### src/mabce_pkg.sv
// shared constants, types and register map of the bit/arith/call execution core
package mabce_pkg;

  // avalon slave geometry
  localparam int ADDR_W = 10;
  localparam int DATA_W = 32;

  // register byte offsets, one aligned word each
  localparam logic [ADDR_W-1:0] OFS_INSTR  = 10'h000;
  localparam logic [ADDR_W-1:0] OFS_WORK   = 10'h004;
  localparam logic [ADDR_W-1:0] OFS_STATUS = 10'h008;
  localparam logic [ADDR_W-1:0] OFS_PCHB   = 10'h00C;
  localparam logic [ADDR_W-1:0] OFS_PC     = 10'h010;
  localparam logic [ADDR_W-1:0] OFS_STACK  = 10'h014;
  // file register window: address bit 9 set, word index in bits 8:2
  localparam int FILE_SEL_BIT = 9;
  localparam int FILE_IDX_LSB = 2;

  // core geometry
  localparam int FILE_AW     = 7;
  localparam int FILE_DEPTH  = 128;
  localparam int PC_W        = 11;
  localparam int PCHB_W      = 3;
  localparam int STACK_DEPTH = 8;

  // status register field positions
  localparam int ST_CARRY = 0;
  localparam int ST_HALF  = 1;
  localparam int ST_NULL  = 2;
  localparam int ST_SKIP  = 3;
  localparam int ST_BUSY  = 4;

  // reset values
  localparam logic [7:0]        RST_WORK = 8'h00;
  localparam logic [PC_W-1:0]   RST_PC   = 11'h000;
  localparam logic [PCHB_W-1:0] RST_PCHB = 3'h0;

  // opcode field encodings
  localparam logic [3:0] OP_NOP       = 4'h0;
  localparam logic [3:0] OP_ADD_IMM_C = 4'h1;
  localparam logic [3:0] OP_ADD_IMM   = 4'h2;
  localparam logic [3:0] OP_AND_FILE  = 4'h3;
  localparam logic [3:0] OP_AND_IMM   = 4'h4;
  localparam logic [3:0] OP_BIT_CLR   = 4'h5;
  localparam logic [3:0] OP_BIT_SET   = 4'h6;
  localparam logic [3:0] OP_TEST_SKIP = 4'h7;
  localparam logic [3:0] OP_CALL      = 4'h8;

  // instruction word as written to the instruction register, bits 22:0
  localparam int INSTR_W = 23;
  typedef struct packed {
    logic [7:0]         imm;
    logic [FILE_AW-1:0] faddr;
    logic [2:0]         bitsel;
    logic               dest;
    logic [3:0]         op;
  } mabce_instr_t;

  // datapath answer for one instruction
  typedef struct packed {
    logic [7:0] value;
    logic       carry_f;
    logic       half_f;
    logic       null_f;
    logic       upd_arith;
    logic       upd_null;
    logic       to_work;
    logic       to_file;
    logic       skip;
    logic       call;
  } mabce_alu_t;

  typedef enum logic [1:0] {
    ST_IDLE,
    ST_EXEC,
    ST_CALL2
  } mabce_state_t;

endpackage

### src/mabce_alu.sv
// combinational datapath: adders, and, bit ops, skip test
`timescale 1ns/1ps
module mabce_alu
  import mabce_pkg::*;
(
  input  wire mabce_instr_t i_instr,
  input  wire logic [7:0]   i_work,
  input  wire logic [7:0]   i_fval,
  input  wire logic         i_carry,
  output mabce_alu_t        o_res
);

  // carry-in only for the with-carry add
  wire       cin   = (i_instr.op == OP_ADD_IMM_C) ? i_carry : 1'b0;
  wire [8:0] sum   = {1'b0, i_work} + {1'b0, i_instr.imm} + {8'h00, cin};
  wire [4:0] low   = {1'b0, i_work[3:0]} + {1'b0, i_instr.imm[3:0]} + {4'h0, cin};
  wire [7:0] mask  = 8'h01 << i_instr.bitsel;
  wire [7:0] and_f = i_work & i_fval;
  wire [7:0] and_i = i_work & i_instr.imm;

  // decode per opcode; unknown codes behave as a no-operation
  always_comb begin
    o_res         = '0;
    o_res.carry_f = sum[8];                  // RULE_12
    o_res.half_f  = low[4];                  // RULE_15
    case (i_instr.op)
      OP_ADD_IMM_C, OP_ADD_IMM: begin
        o_res.value     = sum[7:0];          // RULE_01 RULE_02
        o_res.upd_arith = 1'b1;
        o_res.upd_null  = 1'b1;
        o_res.to_work   = 1'b1;
      end
      OP_AND_FILE: begin
        o_res.value    = and_f;              // RULE_03
        o_res.upd_null = 1'b1;
        o_res.to_work  = ~i_instr.dest;      // RULE_04
        o_res.to_file  = i_instr.dest;       // RULE_04
      end
      OP_AND_IMM: begin
        o_res.value    = and_i;              // RULE_05
        o_res.upd_null = 1'b1;
        o_res.to_work  = 1'b1;
      end
      OP_BIT_CLR: begin
        o_res.value   = i_fval & ~mask;      // RULE_06
        o_res.to_file = 1'b1;
      end
      OP_BIT_SET: begin
        o_res.value   = i_fval | mask;       // RULE_07
        o_res.to_file = 1'b1;
      end
      OP_TEST_SKIP: begin
        o_res.skip = ~|(i_fval & mask);      // RULE_08
      end
      OP_CALL: begin
        o_res.call = 1'b1;
      end
      default: begin
        o_res.value = 8'h00;
      end
    endcase
    o_res.null_f = (o_res.value == 8'h00);   // RULE_15
  end

endmodule

### src/mabce_fmem.sv
// 128 x 8 file register page, two read ports and one write port
`timescale 1ns/1ps
module mabce_fmem
  import mabce_pkg::*;
#(
  parameter int AW    = FILE_AW,
  parameter int DEPTH = FILE_DEPTH
) (
  input  wire logic          i_clk,
  input  wire logic [AW-1:0] i_raddr_a,
  output logic [7:0]         o_rdata_a,
  input  wire logic [AW-1:0] i_raddr_b,
  output logic [7:0]         o_rdata_b,
  input  wire logic          i_we,
  input  wire logic [AW-1:0] i_waddr,
  input  wire logic [7:0]    i_wdata
);

  // no reset: contents are undefined until software or the core writes them
  logic [7:0] mem [DEPTH];

  // asynchronous reads so operand fetch fits the single execute cycle
  assign o_rdata_a = mem[i_raddr_a];         // RULE_13
  assign o_rdata_b = mem[i_raddr_b];

  always_ff @(posedge i_clk) begin
    if (i_we) begin
      mem[i_waddr] <= i_wdata;
    end
  end

endmodule

### src/mabce_core.sv
// execution core with avalon register slave, call stack and skip handling
`timescale 1ns/1ps
// How it works
// [RULE_01] add immediate with carry: work plus immediate plus carry into work, flags
// [RULE_02] add immediate: work plus immediate into work, arithmetic flags, one cycle
// [RULE_03] and with file register, only null flag updated, one cycle
// [RULE_04] destination bit zero writes work, one writes the file register
// [RULE_05] and immediate into work, only null flag updated, one cycle
// [RULE_06] bit clear forces the chosen file register bit low, flags untouched
// [RULE_07] bit set forces the chosen file register bit high, flags untouched
// [RULE_08] test skips the next instruction when the chosen bit is zero
// [RULE_09] skipped instruction is discarded and runs as a no-operation cycle
// [RULE_10] call pushes program counter plus one, takes two cycles
// [RULE_11] call target is high buffer bits 2:0 above the eight-bit address
// [RULE_12] carry flag is one exactly when an addition carried out
// [RULE_13] file operands use seven address bits, registers 0 to 127
// [RULE_14] high buffer register supplies upper program counter bits on call
// [RULE_15] null flag on zero result, half flag on carry out of bit three
module mabce_core
  import mabce_pkg::*;
#(
  parameter int DEPTH = STACK_DEPTH
) (
  input  wire logic              I_CLK,
  input  wire logic              I_RSTN,
  input  wire logic [ADDR_W-1:0] I_AVS_ADDRESS,
  input  wire logic              I_AVS_READ,
  input  wire logic              I_AVS_WRITE,
  input  wire logic [DATA_W-1:0] I_AVS_WRITEDATA,
  input  wire logic [3:0]        I_AVS_BYTEENABLE,
  output logic [DATA_W-1:0]      O_AVS_READDATA,
  output logic                   O_AVS_WAITREQUEST
);

  localparam int SPW = $clog2(DEPTH);

  mabce_state_t        state_q;
  mabce_state_t        state_d;
  mabce_instr_t        instr_q;
  logic [7:0]          work_q;
  logic                carry_q;
  logic                half_q;
  logic                null_q;
  logic                skip_q;
  logic [PC_W-1:0]     pc_q;
  logic [PCHB_W-1:0]   pchb_q;
  logic [SPW-1:0]      sp_q;
  logic [PC_W-1:0]     stack [DEPTH];
  logic                wait_q;
  logic [DATA_W-1:0]   rdata_q;
  mabce_alu_t          res;
  logic [7:0]          fval_core;
  logic [7:0]          fval_bus;

  // bus decode; every access waits until the core is idle
  wire                 core_idle = (state_q == ST_IDLE);
  wire                 take      = (I_AVS_READ | I_AVS_WRITE) & wait_q & core_idle;
  wire                 wr        = take & I_AVS_WRITE & I_AVS_BYTEENABLE[0];
  wire                 sel_file  = I_AVS_ADDRESS[FILE_SEL_BIT];
  wire [FILE_AW-1:0]   bus_fidx  = I_AVS_ADDRESS[FILE_IDX_LSB +: FILE_AW];
  wire                 sel_instr = ~sel_file & (I_AVS_ADDRESS == OFS_INSTR);
  wire                 sel_work  = ~sel_file & (I_AVS_ADDRESS == OFS_WORK);
  wire                 sel_stat  = ~sel_file & (I_AVS_ADDRESS == OFS_STATUS);
  wire                 sel_pchb  = ~sel_file & (I_AVS_ADDRESS == OFS_PCHB);
  wire                 sel_pc    = ~sel_file & (I_AVS_ADDRESS == OFS_PC);
  wire                 sel_stack = ~sel_file & (I_AVS_ADDRESS == OFS_STACK);
  // the instruction word needs its three low lanes
  wire                 wr_instr  = wr & sel_instr & (&I_AVS_BYTEENABLE[2:0]);

  // execute phase; a pending skip turns the fetched word into a no-operation
  wire                 exec      = (state_q == ST_EXEC);
  wire mabce_instr_t   instr_eff = skip_q ? '0 : instr_q;          // RULE_09
  wire [SPW-1:0]       sp_top    = sp_q - SPW'(1);
  wire [PC_W-1:0]      pc_next   = pc_q + PC_W'(1);
  wire [PC_W-1:0]      call_tgt  = {pchb_q, instr_q.imm};          // RULE_11 RULE_14
  wire                 core_fwe  = exec & res.to_file;
  wire                 file_we   = core_fwe | (wr & sel_file);
  wire [FILE_AW-1:0]   file_wa   = core_fwe ? instr_q.faddr : bus_fidx;
  wire [7:0]           file_wd   = core_fwe ? res.value : I_AVS_WRITEDATA[7:0];
  wire [7:0]           status_rd = {3'h0, ~core_idle, skip_q, null_q, half_q, carry_q};

  // read mux; unmapped addresses read zero
  wire [DATA_W-1:0]    rd_mux    =
    sel_file  ? {24'h000000, fval_bus} :
    sel_instr ? {{(DATA_W-INSTR_W){1'b0}}, instr_q} :
    sel_work  ? {24'h000000, work_q} :
    sel_stat  ? {24'h000000, status_rd} :
    sel_pchb  ? {{(DATA_W-PCHB_W){1'b0}}, pchb_q} :
    sel_pc    ? {{(DATA_W-PC_W){1'b0}}, pc_q} :
    sel_stack ? {{(DATA_W-PC_W){1'b0}}, stack[sp_top]} :
    {DATA_W{1'b0}};

  mabce_alu u_alu (
    .i_instr (instr_eff),
    .i_work  (work_q),
    .i_fval  (fval_core),
    .i_carry (carry_q),
    .o_res   (res)
  );

  mabce_fmem u_fmem (
    .i_clk     (I_CLK),
    .i_raddr_a (instr_q.faddr),
    .o_rdata_a (fval_core),
    .i_raddr_b (bus_fidx),
    .o_rdata_b (fval_bus),
    .i_we      (file_we),
    .i_waddr   (file_wa),
    .i_wdata   (file_wd)
  );

  // sequencer: a new word starts execution, a call spends one more cycle
  always_comb begin
    state_d = state_q;
    case (state_q)
      ST_IDLE:  state_d = wr_instr ? ST_EXEC : ST_IDLE;
      ST_EXEC:  state_d = res.call ? ST_CALL2 : ST_IDLE;     // RULE_10
      ST_CALL2: state_d = ST_IDLE;
      default:  state_d = ST_IDLE;
    endcase
  end

  // avalon answer: waitrequest drops for one cycle once the access is taken
  always_ff @(posedge I_CLK or negedge I_RSTN) begin
    if (!I_RSTN) begin
      wait_q  <= 1'b1;
      rdata_q <= '0;
    end else if (take) begin
      wait_q  <= 1'b0;
      rdata_q <= I_AVS_READ ? rd_mux : '0;
    end else begin
      wait_q  <= 1'b1;
    end
  end

  // sequencer state and fetched instruction
  always_ff @(posedge I_CLK or negedge I_RSTN) begin
    if (!I_RSTN) begin
      state_q <= ST_IDLE;
      instr_q <= '0;
    end else begin
      state_q <= state_d;
      if (wr_instr) begin
        instr_q <= I_AVS_WRITEDATA[INSTR_W-1:0];
      end
    end
  end

  // working register: core result wins, bus writes only while idle
  always_ff @(posedge I_CLK or negedge I_RSTN) begin
    if (!I_RSTN) begin
      work_q <= RST_WORK;
    end else if (exec && res.to_work) begin
      work_q <= res.value;                                      // RULE_01 RULE_02 RULE_05
    end else if (wr && sel_work) begin
      work_q <= I_AVS_WRITEDATA[7:0];
    end
  end

  // flags; bit ops, test and call leave them alone
  always_ff @(posedge I_CLK or negedge I_RSTN) begin
    if (!I_RSTN) begin
      carry_q <= 1'b0;
      half_q  <= 1'b0;
      null_q  <= 1'b0;
    end else if (exec) begin
      if (res.upd_arith) begin
        carry_q <= res.carry_f;                                 // RULE_12
        half_q  <= res.half_f;                                  // RULE_15
      end
      if (res.upd_null) begin
        null_q  <= res.null_f;                                  // RULE_03 RULE_15
      end
    end else if (wr && sel_stat) begin
      carry_q <= I_AVS_WRITEDATA[ST_CARRY];
      half_q  <= I_AVS_WRITEDATA[ST_HALF];
      null_q  <= I_AVS_WRITEDATA[ST_NULL];
    end
  end

  // skip pending: set by a taken test, consumed by the next executed word
  always_ff @(posedge I_CLK or negedge I_RSTN) begin
    if (!I_RSTN) begin
      skip_q <= 1'b0;
    end else if (exec) begin
      skip_q <= res.skip;                                       // RULE_08 RULE_09
    end
  end

  // program counter, high buffer and stack pointer
  always_ff @(posedge I_CLK or negedge I_RSTN) begin
    if (!I_RSTN) begin
      pc_q   <= RST_PC;
      pchb_q <= RST_PCHB;
      sp_q   <= '0;
    end else begin
      if (exec && !res.call) begin
        pc_q <= pc_next;
      end else if (state_q == ST_CALL2) begin
        pc_q <= call_tgt;                                       // RULE_11
      end else if (wr && sel_pc) begin
        pc_q <= I_AVS_WRITEDATA[PC_W-1:0];
      end
      if (wr && sel_pchb) begin
        pchb_q <= I_AVS_WRITEDATA[PCHB_W-1:0];                  // RULE_14
      end
      // circular stack: overflow overwrites the oldest entry
      if (exec && res.call) begin
        sp_q <= sp_q + SPW'(1);                                 // RULE_10
      end
    end
  end

  // return stack storage, written on the first call cycle
  always_ff @(posedge I_CLK) begin
    if (exec && res.call) begin
      stack[sp_q] <= pc_next;                                   // RULE_10
    end
  end

  assign O_AVS_READDATA    = rdata_q;
  assign O_AVS_WAITREQUEST = wait_q;

endmodule

### config.mk
export PLATFORM = sky130hd
export DESIGN_NAME = mabce_core
export DESIGN_NICKNAME = d
export VERILOG_FILES = /design/src/mabce_pkg.sv /design/src/mabce_alu.sv /design/src/mabce_fmem.sv /design/src/mabce_core.sv
export SDC_FILE = /design/constraint.sdc
export NUM_CORES = 2
export LEC_CHECK = 0
export ABC_AREA = 1
export ABC_CLOCK_PERIOD_IN_PS = 9400
export BUFFER_PORTS_ARGS = -buffer_cell sky130_fd_sc_hd__clkbuf_2
export CAP_MARGIN = 20
export CELL_PAD_IN_SITES_DETAIL_PLACEMENT = 1
export CELL_PAD_IN_SITES_GLOBAL_PLACEMENT = 1
export CORE_UTILIZATION = 52
export CTS_BUF_LIST = sky130_fd_sc_hd__clkbuf_4 sky130_fd_sc_hd__clkbuf_8
export DETAILED_ROUTE_END_ITERATION = 6
export PLACE_DENSITY_LB_ADDON = 0.08
export SYNTH_ARGS = -nofsm -noshare
export SYNTH_HDL_FRONTEND = slang
export SYNTH_SLANG_ARGS = --single-unit
### constraint.sdc
create_clock -name I_CLK -period 9.4 [get_ports I_CLK]
set_input_delay 2.82 -clock I_CLK [delete_from_list [all_inputs] [get_ports I_CLK]]
set_output_delay 2.82 -clock I_CLK [all_outputs]
set_load 0.03 [all_outputs]
# After elaboration in Yosys (flattened, before gate mapping)
# Memories as Yosys holds them, arrays and structs flattened.
# Index checks and enable logic that the tools add are counted.
# totals
ff_bits,87
ram_bits,1112
in_bits,50
output_inout_bits,33
elab_cells,130
n_memories,2
# memory_table
memory,words,word_bits,read_ports,rd_ports_with_merged_regs,wr,line_no,rtl
u_fmem.mem,128,8,2,0,1,mabce_fmem.sv:20,logic [7:0] mem [DEPTH];
stack,8,11,1,0,1,mabce_core.sv:48,logic [PC_W-1:0] stack [DEPTH];
# classes
addsub,7
n_eq_ne,17
n_shift,1
mux,40
bitwise,25
n_reduce_logical,22
# ops
cell,n
$mux W23,4
$mux W11,8
$pmux W8 S5,1
$and A8 B8 Y8,4
$mux W8,3
$eq A10 B4 Y1 const B,2
$eq A10 B5 Y1 const B,2
$mux W1,19
$eq A4 B3 Y1 const B,4
$and A1 B1 Y1,14
$add A11 B1 Y11 const B,1
$eq A10 B3 Y1 const B,1
$logic_not A10 Y1,1
$add A8 B8 Y9,1
$add A9 B1 Y9,1
$eq A4 B2 Y1 const B,2
$logic_not A8 Y1,1
$not A8 Y8,1
$or A8 B8 Y8,1
$pmux W2 S2,2
$reduce_or A8 Y1,1
$shl A1 B3 Y8 const A,1
$logic_and A1 B1 Y1,7
$mux W7,1
other kinds (21),29

# Depth between registers and ports, before layout
# logic_depth
ltp_word,10
mapped_depth,24
ltp_nobuf,23

# Hierarchy
# From an unflattened synthesis, not the netlist that was laid out.
# hier_totals
cells_unflattened,7056
hier_area_um2,61831.8
# by_module_without_submodules
mod,instances,cells_each,area_per_inst_um2
mabce_fmem,1,5916,52674.3
mabce_core,1,901,7955.1
mabce_alu,1,239,1202.4

# Least setup slack after synthesis
# OpenSTA, ideal clock, no wires.
# synth_path
path_type,input to register
startpoint,input port I_AVS_WRITEDATA[0]
endpoint,"memory u_fmem.mem[0][0], data pin"
arrival_ns,7.881
required_ns,8.203
path_slack_ns,0.323
path_stages,2
path_buffers,0
path_cell_list,inv_1 -> o21ai_0
# synth_via
elab_chain_len,1
# synth_lines
element,line_no,rtl
"start, declared",mabce_core.sv:29,"input wire logic [DATA_W-1:0] I_AVS_WRITEDATA,"
$mux W8,mabce_core.sv:79,wire [7:0] file_wd = core_fwe ? res.value : I_AVS_WRITEDATA[7:0];
net file_wd[0],mabce_core.sv:79,
"end, declared",mabce_fmem.sv:20,
# The timed path passes the listed nets, and every way through them passes these cells.

# Final worst setup path
# layout_path
startpoint,register instr_q[8] in the netlist's numbering
endpoint,"memory u_fmem.mem[24][7], data pin"
# layout_via
elab_chain_len,4
elab_cells_between_ends,6
# layout_lines
element,line_no,rtl
"start, declared",mabce_core.sv:39,mabce_instr_t instr_q;
"start signal, assigned",mabce_core.sv:144,instr_q <= I_AVS_WRITEDATA[INSTR_W-1:0];
$mem_v2 Z128 W8 *,--,
$or A8 B8 Y8 (tied with other cells),mabce_alu.sv:49,o_res.value = i_fval | mask;
$pmux W8 S5 *,mabce_alu.sv:26,case (i_instr.op)
$mux W8 *,mabce_core.sv:79,
net file_wd[7],mabce_core.sv:79,
# Mark *: on every way through the listed nets, which the timed path passes. The rest lies on a longest branch.

==> results by group <==
Timing
  • Highest clock rate: 159 MHz
  • Slew Limit Headroom: 22.9%
  • RSZ-0062 raised after global routing: no
  • Final slew viol count: 0
  • Worst clock skew: 0.0467 ns
  • Final setup violation count: 0
  • Worst slew pin tran: 1.15 ns
  • Crit share post-route: 66.9%
  • Fin crit period: 6.29 ns
  • Final hold vios: 0
  • Setup TNS: 0 ns

Worst setup path
  • Reg2Reg Depth: 16
  • Setup CP Type: flip-flop to flip-flop
  • Worst-path fanout max: 192
  • Worst Setup End Kind: flip-flop
  • Critical path arrival: 6.89 ns
  • Crit start category: flip-flop
  • Worst path required time: 10.01 ns

Synth
  • Seq/Total Area, Yosys: 62.5%
  • Synth Area in Compound Gates: 12.7%
  • Yosys reg bits: 1190
  • Avg Cell Area, Syn: 10.1 sq um
  • Synth Flop Type: edfxtp_1
  • Top cells by area, synth: edfxtp_1 (59%), nand2_1 (8.4%), nand3_1 (7.6%)
  • Post-Syn Area: 56500 sq um
  • Synth Instances: 5576
  • Synth cell types: 58
  • Post-Synth Adder-Cell Area: 0.314%
  • Xor/xnor share of the synthesized area: 0.155%
  • Warnings from Yosys: 0
  • Synth area leader: edfxtp_1
  • Simple-gate share of the synthesized area: 19.7%
  • Largest family of logic cells by synthesized area: simple AND/OR/NAND/NOR gates
  • Number of synthesized flops with an enable pin: 1112
  • Ys async rst share: 6.55%
  • Yosys top cell area share: 59.0%
  • Mux share of post-synthesis cell area: 0.0199%

Floorplan
  • Core area: 108000 sq um
  • Starting Density: 52.6%
  • Die Y: 332 microns
  • Rows: 120
  • Die Wd: 332 microns
  • I/O pins: 83
  • Die area: 110000 sq um

Cells and area
  • Nets@finish: 5588
  • Fin util: 57.4%
  • Footprint of the multi-input gates: 18800 sq um
  • Commonest non-fill, non-tap cell in the layout: nand2_1
  • Seq. cell area: 35400 sq um
  • Fill cells: 11632
  • Layout cell share with drive strength beyond 1: 10.2%
  • Finished Layout Cells: 7083
  • Most frequent cells in the layout: nand2_1 (1262), edfxtp_1 (1112), nand3_1 (863)
  • Final instance area: 61700 sq um
  • Area delta synth->final: 9.05%

Clock network
  • Clock Tree Root: clkbuf_8
  • Clock Path Buffers: 3
  • Resized cells post-CTS: 0
  • Postcts setup bufs: 0
  • CTS clk-pin slew, worst paths: 0.06 ns
  • H-tree depth: 4
  • Clock sink total: 1190
  • Worst-Skew Late Latency: 0.93 ns
  • Post-CTS Hold Buffers: 0
  • CTS Buf Count: 198
  • CTS tree: yes

Placement
  • RePlAce Congestion: 0.938
  • Final HPWL DP: 128000 microns
  • Placed Cells: 6723
  • Cell Area, Placed: 57800 sq um
  • PortBufs: 63

Run
  • Max Cap Viol: 0

Route
  • Drt initial violations: 5523
  • Drt wl/cell: 30.0 microns
  • Vias/cell: 6.77
  • Drc violations: 0
  • Post-route ant nets: 0
  • Total wire length: 213000 microns
  • DR vias: 47953
  • Drt first pass iters: 6

GRT
  • Vias in the first global route: 48179
  • All-Layer GR Usage: 38.1%
  • Largest net degree at the start of global routing: 193
  • Total global routing overflow: 0
  • Global-route wire length before repair: 310000 microns
  • Initial antenna violation count: 7

Run status
  • Status: completed

Worst hold path
  • Hold path depth: 2
  • Hold WC Path Type: flip-flop to flip-flop

Power
  • VDD IR-drop max: 0.122 mV
  • Leak: 0.0213 uW
  • Pwr Density: 177 nW/um^2
## flip-flops by register name, summed over array words and instances (netlist names), 2 cells and up
register	count
stack	88
instr_q	15
O_AVS_READDATA	23
work_q	8
pc_q	11
u_fmem.mem	1024
call_tgt	8
pchb_q	3
state_q	2
sp_q	3
## worst max-delay path: stages (launching register included)
cell     delay [ns]
dfrtp_4        0.85
buf_12         0.74
buf_4          0.72
o21ai_0        0.21
o22ai_1        0.22
nand2_1        0.07
nand3_1        0.09
nand2_1        0.07
nand2_1        0.06
nand3_1        0.15
nand3_1        0.40
nand2_1        0.14
a21oi_1        0.14
nor2_1         0.15
o21ai_4        0.40
buf_4          0.67
buf_4          0.61
## synth_stat cells (all sizes together) (2+ instances only)
cell and number:
a211oi 3, a21boi 4, a21oi 65, a221oi 5, a22oi 4, a2bb2oi 2
a31oi 20, a32oi 2, buf 245, clkbuf 185, clkinv 4, dfrtp 77
edfxtp 1112, fa 2, ha 11, inv 142, nand2 1270, nand3 864
nand4 22, nor2 377, nor3 49, nor4 7, o2111ai 7, o211ai 57
o21a 8, o21ai 401, o221ai 36, o22ai 513, o311ai 21, o31ai 24
o41ai 5, or2 15, xnor2 2, xor2 8
## cell families after synthesis
group	after synthesis
AOI/OAI and AO/OA	1179
xor gates and xnor gates	10
DFF	1190
buffers and inverters	576
other	1
adders and majority gates	13
and+or+nand+nor	2606
muxes	1
## layout make-up
cell class | count | share of cell area, %
tap | 1403 | 2.85
antenna | 5 | 0.0203
clock buffer | 263 | 5.32
clock inverter | 87 | 0.844
timing repair buffer | 171 | 2.19
multi-input combinational | 3818 | 30.5
sequential | 1190 | 57.3
inverter | 146 | 0.937
## through the flow
stage	worst slack [ns]	power [uW]	hold slack, ns
floorplan	0.323	6230	0.453
global placement	2.60	6470	0.466
detailed placement	2.54	6480	0.475
CTS	3.37	10900	0.488
global route	2.89	11200	0.510
finish	3.11	10900	0.487
## path summary, 6_finish.rpt
path	from	to	slack, ns
min in group asynchronous	I_RSTN	O_AVS_READDATA[20]$_DFFE_PN0P_	1.83
max reg2reg	instr_q[8]$_DFFE_PN0P_	u_fmem.mem[24][7]$_DFFE_PP_	3.11
min reg2reg	O_AVS_READDATA[18]$_DFFE_PN0P_	O_AVS_READDATA[18]$_DFFE_PN0P_	0.49
min	O_AVS_READDATA[18]$_DFFE_PN0P_	O_AVS_READDATA[18]$_DFFE_PN0P_	0.49
max in group asynchronous	I_RSTN	instr_q[9]$_DFFE_PN0P_	6.49
max	instr_q[8]$_DFFE_PN0P_	u_fmem.mem[24][7]$_DFFE_PP_	3.11
## routing by layer
layer  global-route usage, %  part of all wire [%]  up-vias
met2                    60.0                    46     2804
met1                    48.8                    38    24108
met3                    8.30                    10      656
met5                       0                 0.020        -
li1                        -                     -    20377
met4                    21.9                   5.6        8
## power breakdown
part,leakage [uW],switching [uW],internal (uW),total [uW]
combinational,0.00845,467,125,593
sequential,0.0109,10.3,5800,5810
clock,0.00203,2180,2350,4530
Power figures use the tool's default switching activity.
